[src/shared/cbe_consts.svh]
// Constants for the conditional branch evaluator
`ifndef CBE_CONSTS_SVH
`define CBE_CONSTS_SVH

`define CBE_PC_WIDTH 16
`define CBE_OFFSET_WIDTH 7
`define CBE_PC_RESET 16'h0000
`define CBE_TAKEN_CYCLES 2
`define CBE_NOT_TAKEN_CYCLES 1

`endif

[src/shared/cbe_pkg.sv]
// Types shared by the conditional branch evaluator
package cbe_pkg;

	typedef enum logic [2:0] {
		CBE_OP_NOT_EQUAL,
		CBE_OP_CARRY_SET,
		CBE_OP_CARRY_CLEAR,
		CBE_OP_SAME_OR_HIGHER,
		CBE_OP_LOWER,
		CBE_OP_MINUS,
		CBE_OP_PLUS,
		CBE_OP_GREATER_EQUAL_SIGNED
	} cbe_op_t;

	typedef struct packed {
		logic zero;
		logic carry;
		logic negative;
		logic overflow;
	} cbe_flags_t;

	typedef struct packed {
		cbe_op_t op;
		logic [6:0] offset;
	} cbe_instr_t;

endpackage

[src/cbe_branch_eval.sv]
// Conditional relative-branch evaluator and program counter update
// Operation
// - Not-equal: jump to counter plus offset plus one when zero is 0.
// - Carry-clear: jump to counter plus offset plus one when carry is 0.
// - Same-or-higher: jump when carry is 0, like carry-clear.
// - Lower: jump to counter plus offset plus one when carry is 1.
// - Minus: jump when negative is 1, else fall through.
// - Plus: jump when negative is 0, else fall through.
// - Signed greater-equal: jump when negative xor overflow is 0.
`timescale 1ns/10ps
`include "cbe_consts.svh"

module cbe_branch_eval #(
	parameter int PC_WIDTH = `CBE_PC_WIDTH,
	parameter int OFFSET_WIDTH = `CBE_OFFSET_WIDTH
) (
	input wire logic clk_sys,
	input wire logic rst,
	input wire logic instr_valid,
	input wire cbe_pkg::cbe_instr_t instr,
	input wire cbe_pkg::cbe_flags_t flags,
	output logic instr_ready,
	output logic [PC_WIDTH-1:0] program_counter,
	output logic branch_taken,
	output logic done,
	output cbe_pkg::cbe_flags_t flags_out
);
	import cbe_pkg::*;

	typedef enum logic [0:0] {
		CBE_IDLE,
		CBE_TAKE
	} cbe_state_t;

	// Widths the datapath cannot serve are refused at elaboration
	if (OFFSET_WIDTH != `CBE_OFFSET_WIDTH) begin : g_bad_offset
		$error("cbe_branch_eval: offset width must be seven");
	end

	if (PC_WIDTH < 8 || PC_WIDTH > 22) begin : g_bad_pc
		$error("cbe_branch_eval: program counter width out of range");
	end

	if (OFFSET_WIDTH >= PC_WIDTH) begin : g_bad_ratio
		$error("cbe_branch_eval: offset not narrower than counter");
	end

	// The two-state machine only serves the one and two clock timing
	if (`CBE_TAKEN_CYCLES != 2 || `CBE_NOT_TAKEN_CYCLES != 1)
	begin : g_bad_timing
		$error("cbe_branch_eval: unsupported cycle counts");
	end

	localparam logic [PC_WIDTH-1:0] PC_ONE = PC_WIDTH'(1);
	localparam logic [PC_WIDTH-1:0] PC_RESET = PC_WIDTH'(`CBE_PC_RESET);

	cbe_state_t state_ff;
	cbe_state_t nxt_state;
	logic [PC_WIDTH-1:0] pc_ff;
	logic [PC_WIDTH-1:0] nxt_pc;
	logic [PC_WIDTH-1:0] target_ff;
	logic [PC_WIDTH-1:0] nxt_target;
	logic taken_ff;
	logic nxt_taken;
	logic done_ff;
	logic nxt_done;
	cbe_flags_t flags_ff;
	cbe_flags_t nxt_flags;

	// Op decode
	wire logic op_not_equal = (instr.op == CBE_OP_NOT_EQUAL);
	wire logic op_carry_set = (instr.op == CBE_OP_CARRY_SET);
	wire logic op_carry_clear = (instr.op == CBE_OP_CARRY_CLEAR);
	wire logic op_same_or_higher = (instr.op == CBE_OP_SAME_OR_HIGHER);
	wire logic op_lower = (instr.op == CBE_OP_LOWER);
	wire logic op_minus = (instr.op == CBE_OP_MINUS);
	wire logic op_plus = (instr.op == CBE_OP_PLUS);
	wire logic op_ge_signed = (instr.op == CBE_OP_GREATER_EQUAL_SIGNED);

	// Per-op branch conditions on the flags seen at accept
	wire logic flag_signed_lt = flags.negative ^ flags.overflow;
	wire logic cond_not_equal = op_not_equal && !flags.zero;
	wire logic cond_carry_set = op_carry_set && flags.carry;
	wire logic cond_carry_clear = op_carry_clear && !flags.carry;
	wire logic cond_same_or_higher =
		op_same_or_higher && !flags.carry;
	wire logic cond_lower = op_lower && flags.carry;
	wire logic cond_minus = op_minus && flags.negative;
	wire logic cond_plus = op_plus && !flags.negative;
	wire logic cond_ge_signed = op_ge_signed && !flag_signed_lt;

	// Ops are one-hot, so at most one term is ever set
	wire logic cond =
		cond_not_equal ||
		cond_carry_set ||
		cond_carry_clear ||
		cond_same_or_higher ||
		cond_lower ||
		cond_minus ||
		cond_plus ||
		cond_ge_signed;

	// Offset counts in words and may point backwards
	wire logic [PC_WIDTH-1:0] offset_ext;

	for (genvar b = 0; b < PC_WIDTH; b++) begin : g_ext
		if (b < OFFSET_WIDTH) begin : g_low
			assign offset_ext[b] = instr.offset[b];
		end else begin : g_sign
			assign offset_ext[b] = instr.offset[OFFSET_WIDTH-1];
		end
	end

	// Both sums wrap at the counter width, as the fetch address does
	wire logic [PC_WIDTH-1:0] pc_next_seq = pc_ff + PC_ONE;
	wire logic [PC_WIDTH-1:0] pc_target = pc_ff + offset_ext + PC_ONE;

	wire logic idle = (state_ff == CBE_IDLE);
	wire logic refill = (state_ff == CBE_TAKE);
	wire logic accept = instr_valid && idle;
	wire logic accept_taken = accept && cond;
	wire logic accept_fall = accept && !cond;

	// A taken branch spends a second clock refilling, so no new instruction
	always_comb begin
		nxt_state = state_ff;
		unique case (state_ff)
			CBE_IDLE: begin
				if (accept_taken) begin
					nxt_state = CBE_TAKE;
				end
			end
			CBE_TAKE: begin
				nxt_state = CBE_IDLE;
			end
		endcase
	end

	// Target is latched at accept, so the offset may move during the refill
	assign nxt_target = accept ? pc_target : target_ff;

	// Counter loads the target only in the refill clock
	assign nxt_pc = refill ? target_ff :
		(accept_fall ? pc_next_seq : pc_ff);

	assign nxt_taken = refill;
	assign nxt_done = accept_fall || refill;
	assign nxt_flags = accept ? flags : flags_ff;

	always_ff @(posedge clk_sys) begin
		if (rst) begin
			state_ff <= CBE_IDLE;
		end else begin
			state_ff <= nxt_state;
		end
	end

	always_ff @(posedge clk_sys) begin
		if (rst) begin
			pc_ff <= PC_RESET;
		end else begin
			pc_ff <= nxt_pc;
		end
	end

	always_ff @(posedge clk_sys) begin
		if (rst) begin
			target_ff <= '0;
		end else begin
			target_ff <= nxt_target;
		end
	end

	always_ff @(posedge clk_sys) begin
		if (rst) begin
			taken_ff <= 1'b0;
		end else begin
			taken_ff <= nxt_taken;
		end
	end

	always_ff @(posedge clk_sys) begin
		if (rst) begin
			done_ff <= 1'b0;
		end else begin
			done_ff <= nxt_done;
		end
	end

	always_ff @(posedge clk_sys) begin
		if (rst) begin
			flags_ff <= '0;
		end else begin
			flags_ff <= nxt_flags;
		end
	end

	assign instr_ready = idle;
	assign program_counter = pc_ff;
	assign branch_taken = taken_ff;
	assign done = done_ff;

	// Copy of the flags seen at accept; branches never write status
	assign flags_out = flags_ff;
endmodule

[config.mk]
export PLATFORM = sky130hd
export DESIGN_NAME = cbe_branch_eval
export DESIGN_NICKNAME = d
export VERILOG_FILES = /design/src/shared/cbe_pkg.sv /design/src/cbe_branch_eval.sv
export VERILOG_INCLUDE_DIRS = /design/src /design/src/shared
export SDC_FILE = /design/constraint.sdc
export NUM_CORES = 1
export LEC_CHECK = 0
export BUFFER_PORTS_ARGS = -buffer_cell sky130_fd_sc_hd__buf_2
export CAP_MARGIN = 20
export CORE_MARGIN = 2
export CORE_UTILIZATION = 45
export DETAILED_ROUTE_END_ITERATION = 12
export GPL_TIMING_DRIVEN = 0
export HOLD_SLACK_MARGIN = 0.12
export PLACE_DENSITY = 0.63
export SLEW_MARGIN = 20
export SYNTH_ARGS = -nofsm -noshare
export SYNTH_HDL_FRONTEND = slang
export SYNTH_SLANG_ARGS = --single-unit
[constraint.sdc]
create_clock -name clk_sys -period 2.5 [get_ports clk_sys]
set_input_delay 0.5 -clock clk_sys [delete_from_list [all_inputs] [get_ports clk_sys]]
set_output_delay 0.5 -clock clk_sys [all_outputs]
set_load 0.05 [all_outputs]
==> run summary, run 1 <==
Register area share after synthesis -> 31.74%
R2r setup slk -> 0.16 ns
Initial Utilization -> 47.26%
GRT met1 Usage -> 31.55%
Drt pass-1 iters -> 4
Commonest non-fill, non-tap cell in the layout -> nand2_1
CTS hold repair buffers -> 0
Final core occ -> 55.24%
Pin count of the biggest net entering global routing -> 14
Final ANT Viol Nets -> 0
Relative slew slack -> 49.06%
Longest Clk Path Bufs -> 2
Worst endpoint required time -> 2.69 ns
Hold Path Origin -> flags_out[0]$_SDFFE_PP0P_
Routing usage on met2 -> 34.31%
Layout cells sized above 1 -> 18.26%
Worst-Skew Late Latency -> 0.29 ns
Mean routed wirelength per cell -> 15.07 um
Clk sink count -> 39
CP delay by family, top -> compound AO/OA/AOI/OAI gates
CP Capture Type -> register
Area Overhead vs Synth -> 16.89%
GRT Max-Usage Layer -> met2
Final Hold Viols -> 0
Die ar. -> 0.006074 mm^2
Final net count -> 389
Yosys warns -> 0
Via density -> 5.573
Met3 Use GR -> 3.256%
Cell row count -> 26
Final WL -> 6421 um
Hold Path Cell Cnt -> 2
Post-layout minimum cycle time -> 2.342 ns
Predominant post-synthesis flop cell -> dfxtp_1
R2R cell count -> 10
Max Cap Viol -> 0
Clk slew on worst S/H paths -> 0.08 ns
ANT cells -> 0
Clock buffer count from CTS -> 5
Commonest non-fill, non-tap cells in the layout -> 46 x nand2_1, 40 x buf_2, 39 x dfxtp_1
Die Ht -> 77.94 um
Worst min path class -> register to register
Cell chain of the critical path -> inv_2 -> ha_1 -> inv_1 -> fa_1 -> a21oi_2 -> o211ai_1 -> a21o_1 -> a41oi_2 -> xnor2_1 -> a22o_1
Die Wd -> 77.94 um
Core ar. -> 0.005205 mm^2
Via count -> 2374
Final setup fails -> 0
Synthesized Nets -> 344
Status -> finished clean
Least-Margin Pin Slew -> 0.7596 ns
Clock skew -> 0.004763 ns
Critical path depth -> 10
Average size of a mapped cell -> 7.935 um^2
Tot GR Track Use -> 21.98%
Peak VDD IR -> 0.0002297 V
CP startpoint -> program_counter[0]$_SDFFE_PP0P_
Initial antenna violation count -> 0
Post-synthesis cell type count -> 48
Max Clock Freq -> 426.9 MHz
#FFs+latches synth -> 39
Critical Path Max Stage Delay -> 0.42 ns
Setup ws final -> 0.1577 ns
RR Startpoint -> program_counter[0]$_SDFFE_PP0P_
Residual DRC count -> 0
CP Launch Type -> register
I/O Pins -> 40
Hold slack -> 0.4551 ns
Number of port buffers -> 38
H-tree depth -> 2
CTS tree -> built
Crit Path Max Fanout -> 5
CP arrival -> 2.53 ns
Slowest-stage cell, CP -> fa_1
Synth async-reset ratio -> 0%
Hpwl dp -> 4917 um
Vias in the first global route -> 2115
Final GP Congestion -> 0.8884
Final slew viol count -> 0
Synthesized instance count -> 310
Worst slack at placement -> -0.1806 ns
Critical path type -> register to register
Final worst-path cycle share -> 93.69%
P_leak -> 1.230 nW
Number of synthesized flops with an enable pin -> 0
Synth Cell Area -> 0.002460 mm^2
Cell Pwr Density -> 572.7 mW/mm^2
Clock root buffer -> clkbuf_8
First-pass GRT wire length -> 10540 um
DRT iter0 DRCs -> 141
Gr ovfl total -> 0
CP bufs+invs -> 2
[logic make-up after synthesis]
group / share of synthesized area, %
flops: 31.74
mux: 0.6102
buf+inv: 4.476
simple gates: 22.99
fa+ha+maj: 8.952
compound gates: 25.18
xor+xnor: 6.053
[worst paths after layout]
kind                                endpoint
setup / recovery  target_ff[14]$_SDFFE_PP0P_
hold / removal     flags_out[0]$_SDFFE_PP0P_
setup reg to reg  target_ff[14]$_SDFFE_PP0P_
hold reg to reg    flags_out[0]$_SDFFE_PP0P_
[layer usage]
layer | share of wire [%] | wire [um]
met2 | 46 | 2953
met1 | 46 | 2980
met5 | 0 | 0
met3 | 6.5 | 419
met4 | 1.1 | 68
[sequential cells by signal, indices dropped and copies added (netlist names)]
signal and flops:
target_ff 16, branch_taken 1, program_counter 16, flags_out 4, done 1, nxt_taken 1
[what timing repair did]
item / CTS / global route
buffers inserted: 0 / 1
pin swaps: 0 / 3
endpoints found under the setup margin: 1 / 5
gates resized for setup: 1 / 7
[power breakdown]
part           total [mW]  internal [mW]  switching (mW)
Sequential          0.710          0.668          0.0424
Clock               0.527          0.297           0.230
Combinational       0.409          0.142           0.268
[tightest hold or removal path, stage by stage, from the launching register on]
cell     delay, ns
dfxtp_1       0.31
nand2_1       0.05
a21oi_1       0.05
[Yosys cell counts, types with 4 or more instances]
master	n	share of area (%)
inv_1	11	1.7
nor2_1	21	3.2
dfxtp_1	39	32
a21o_1	7	2.1
xor2_1	9	3.2
clkbuf_1	9	1.4
ha_1	16	8.1
xnor2_1	8	2.8
a311oi_1	5	1.8
a21oi_1	34	6.9
or2_2	4	1.0
a211oi_1	9	2.7
and3_1	4	1.0
a221o_1	5	2.0
o21ai_0	17	3.5
or3_1	4	1.0
nand2_1	46	7.0
nand3_1	14	2.8
[through the flow]
step	cells	instance area, um^2	setup TNS, ns	power, mW
3_5_place_dp	418	2738	-0.6875	1.124
6_report	426	2875	0	1.647
3_3_place_gp	418	2738	-0.5349	1.121
5_1_grt	426	2875	-0.01275	1.732
2_1_floorplan	310	2460	0	1.015
4_1_cts	426	2850	0	1.648
[area by class of cell]
type | instances | area, um^2
well taps | 70 | 87.58
clock buffers | 5 | 68.82
multi-input cells | 247 | 1590
clock inverters | 3 | 43.79
plain buffers | 12 | 65.06
flip-flops and latches | 39 | 780.7
fillers | 546 | 2330
repair buffers | 39 | 197.7
inverters | 11 | 41.29
(Power assumes the default switching activity.)
==> run 2, diff against run 1 <==
- CORE_MARGIN: 2 -> 3
- RECOVER_POWER: default -> 50
==> run summary, run 2 (synthesized netlist as in run 1, its figures left out) <==
Status -> finished clean
Die ar. -> 0.006390 mm^2 (+5.2%)
Tot GR Track Use -> 20.71% (-1.3 points)
Placed instance area -> 0.002738 mm^2 (unchanged)
Final setup fails -> 0 (unchanged)
Final GP Congestion -> 0.8712 (-1.9%)
Mean routed wirelength per cell -> 14.88 um (-1.3%)
P_leak -> 1.127 nW (-8.4%)
H-tree depth -> 2 (unchanged)
CTS tree -> built
Peak VDD IR -> 0.0002155 V (-6.2%)
Power, Total -> 1.538 mW (-6.6%)
Clock root buffer -> clkbuf_8
Hpwl dp -> 4950 um (+0.68%)
Cell row count -> 26 (unchanged)
Clk slew on worst S/H paths -> 0.08 ns (about the same)
Worst endpoint required time -> 2.69 ns (about the same)
Post-layout minimum cycle time -> 2.383 ns (+0.04053 ns)
CP Launch Type -> register
Final Hold Viols -> 0 (unchanged)
Final worst-path cycle share -> 95.31% (+1.6 points)
Clock skew -> 0.004035 ns (-0.0007276 ns)
Worst min path class -> register to register
Drt pass-1 iters -> 4 (unchanged)
Relative slew slack -> 47.83% (-1.2 points)
RR Startpoint -> program_counter[0]$_SDFFE_PP0P_
Max Clock Freq -> 419.7 MHz (-1.7%)
Vias in the first global route -> 2135 (+0.95%)
Initial antenna violation count -> 0 (unchanged)
CP Capture Point -> target_ff[14]$_SDFFE_PP0P_
Design area -> 0.002828 mm^2 (-1.7%)
Pin count of the biggest net entering global routing -> 14 (unchanged)
CP arrival -> 2.57 ns (+0.04 ns)
Via count -> 2318 (-2.4%)
Gr ovfl total -> 0 (unchanged)
Clock buffer count from CTS -> 5 (unchanged)
Final ANT Viol Nets -> 0 (unchanged)
Initial Utilization -> 47.26% (unchanged)
Capturing point of the worst reg2reg path -> target_ff[14]$_SDFFE_PP0P_
Least-Margin Pin Slew -> 0.7779 ns (+0.01831 ns)
Via density -> 5.441 (-2.4%)
Residual DRC count -> 0 (unchanged)
Cell Pwr Density -> 544.1 mW/mm^2 (-5.0%)
Max Cap Viol -> 0 (unchanged)
R2r setup slk -> 0.12 ns (-0.04 ns)
Postcts setup bufs -> 0 (unchanged)
Critical path type -> register to register
DRT iter0 DRCs -> 112 (-21%)
CP Capture Type -> register
I/O Pins -> 40 (unchanged)
Area Overhead vs Synth -> 14.95%
ANT cells -> 0 (unchanged)
CTS hold repair buffers -> 0 (unchanged)
Die Wd -> 79.94 um (+2.6%)
Core ar. -> 0.005205 mm^2 (unchanged)
Die Ht -> 79.94 um (+2.6%)
R2R cell count -> 10 (unchanged)
Final slew viol count -> 0 (unchanged)
Commonest non-fill, non-tap cell in the layout -> nand2_1
RSZ-0062 raised after global routing -> yes
Crit Path Max Fanout -> 5 (unchanged)
Hold Path Cell Cnt -> 2 (unchanged)
Number of port buffers -> 38 (unchanged)
Longest Clk Path Bufs -> 2 (unchanged)
Layout cells sized above 1 -> 12.08% (-6.2 points)
CP startpoint -> program_counter[0]$_SDFFE_PP0P_
Hold slack -> 0.4562 ns (+0.001110 ns)
Clk sink count -> 39 (unchanged)
Final WL -> 6340 um (-1.3%)
Worst-Skew Late Latency -> 0.29 ns (about the same)
Commonest non-fill, non-tap cells in the layout -> 46 x nand2_1, 39 x dfxtp_1, 33 x a21oi_1
Final net count -> 389 (unchanged)
First-pass GRT wire length -> 10410 um (-1.3%)
==> run 2: power by group <==
group / internal, mW / total (mW) / switching, mW
combinational: 0.136 / 0.406 / 0.270
clock: 0.194 / 0.423 / 0.229
sequential: 0.668 / 0.709 / 0.0418
total: 0.998 / 1.54 / 0.541
==> run 2: critical path, stage by stage (launching register included) <==
cell and delay (ns):
dfxtp_1 0.36, inv_1 0.12, ha_1 0.18, inv_1 0.07, fa_1 0.42, a21oi_2 0.20
o211ai_1 0.15, a21o_1 0.23, a41oi_2 0.21, xnor2_1 0.12, a22o_1 0.24
==> run 2: final cells by class <==
| cell class | count | area [um^2] |
|---|---|---|
| clock inverter | 3 | 20.02 |
| tap | 70 | 87.58 |
| fill | 500 | 2377 |
| multi-input combinational | 247 | 1597 |
| clock buffer | 5 | 68.82 |
| sequential | 39 | 780.7 |
| buffer | 13 | 68.82 |
| inverter | 11 | 41.29 |
| timing repair buffer | 38 | 163.9 |
==> run 2: per-layer routing <==
layer  wire (um)  global-route usage [%]
met1        3131                   29.59
met2        2845                   32.45
met3         289                   3.160
met4          74                   5.068
met5           0                       0
==> run 2: how the worst min path moves through the flow <==
stage                               start                         end  slack (ns)
5_1_grt                          flags[2]   flags_out[2]$_SDFFE_PP0P_        0.47
6_report        target_ff[6]$_SDFFE_PP0P_   target_ff[6]$_SDFFE_PP0P_        0.46
2_1_floorplan  target_ff[12]$_SDFFE_PP0P_  target_ff[12]$_SDFFE_PP0P_        0.43
3_5_place_dp    target_ff[6]$_SDFFE_PP0P_   target_ff[6]$_SDFFE_PP0P_        0.45
3_3_place_gp    target_ff[9]$_SDFFE_PP0P_   target_ff[9]$_SDFFE_PP0P_        0.44
4_1_cts                          flags[3]   flags_out[3]$_SDFFE_PP0P_        0.46
==> run 2: repair_timing <==
item | CTS | global route
pin swaps | 0 | 2
endpoints found under the setup margin | 1 | 4
gates resized for setup | 1 | 6
gates cloned | 0 | 0
==> run 2: metrics by stage <==
stage               instances   TNS (ns)  utilization (%)  worst slack (ns)
finish                    426          0            54.33            0.1172
global route              426  -0.006775            54.33         -0.006775
CTS                       426          0            54.30           0.06803
detailed placement        418    -0.6664            52.60           -0.1903
global placement          418    -0.6158            52.60           -0.1766
floorplan                 310          0                -            0.1271
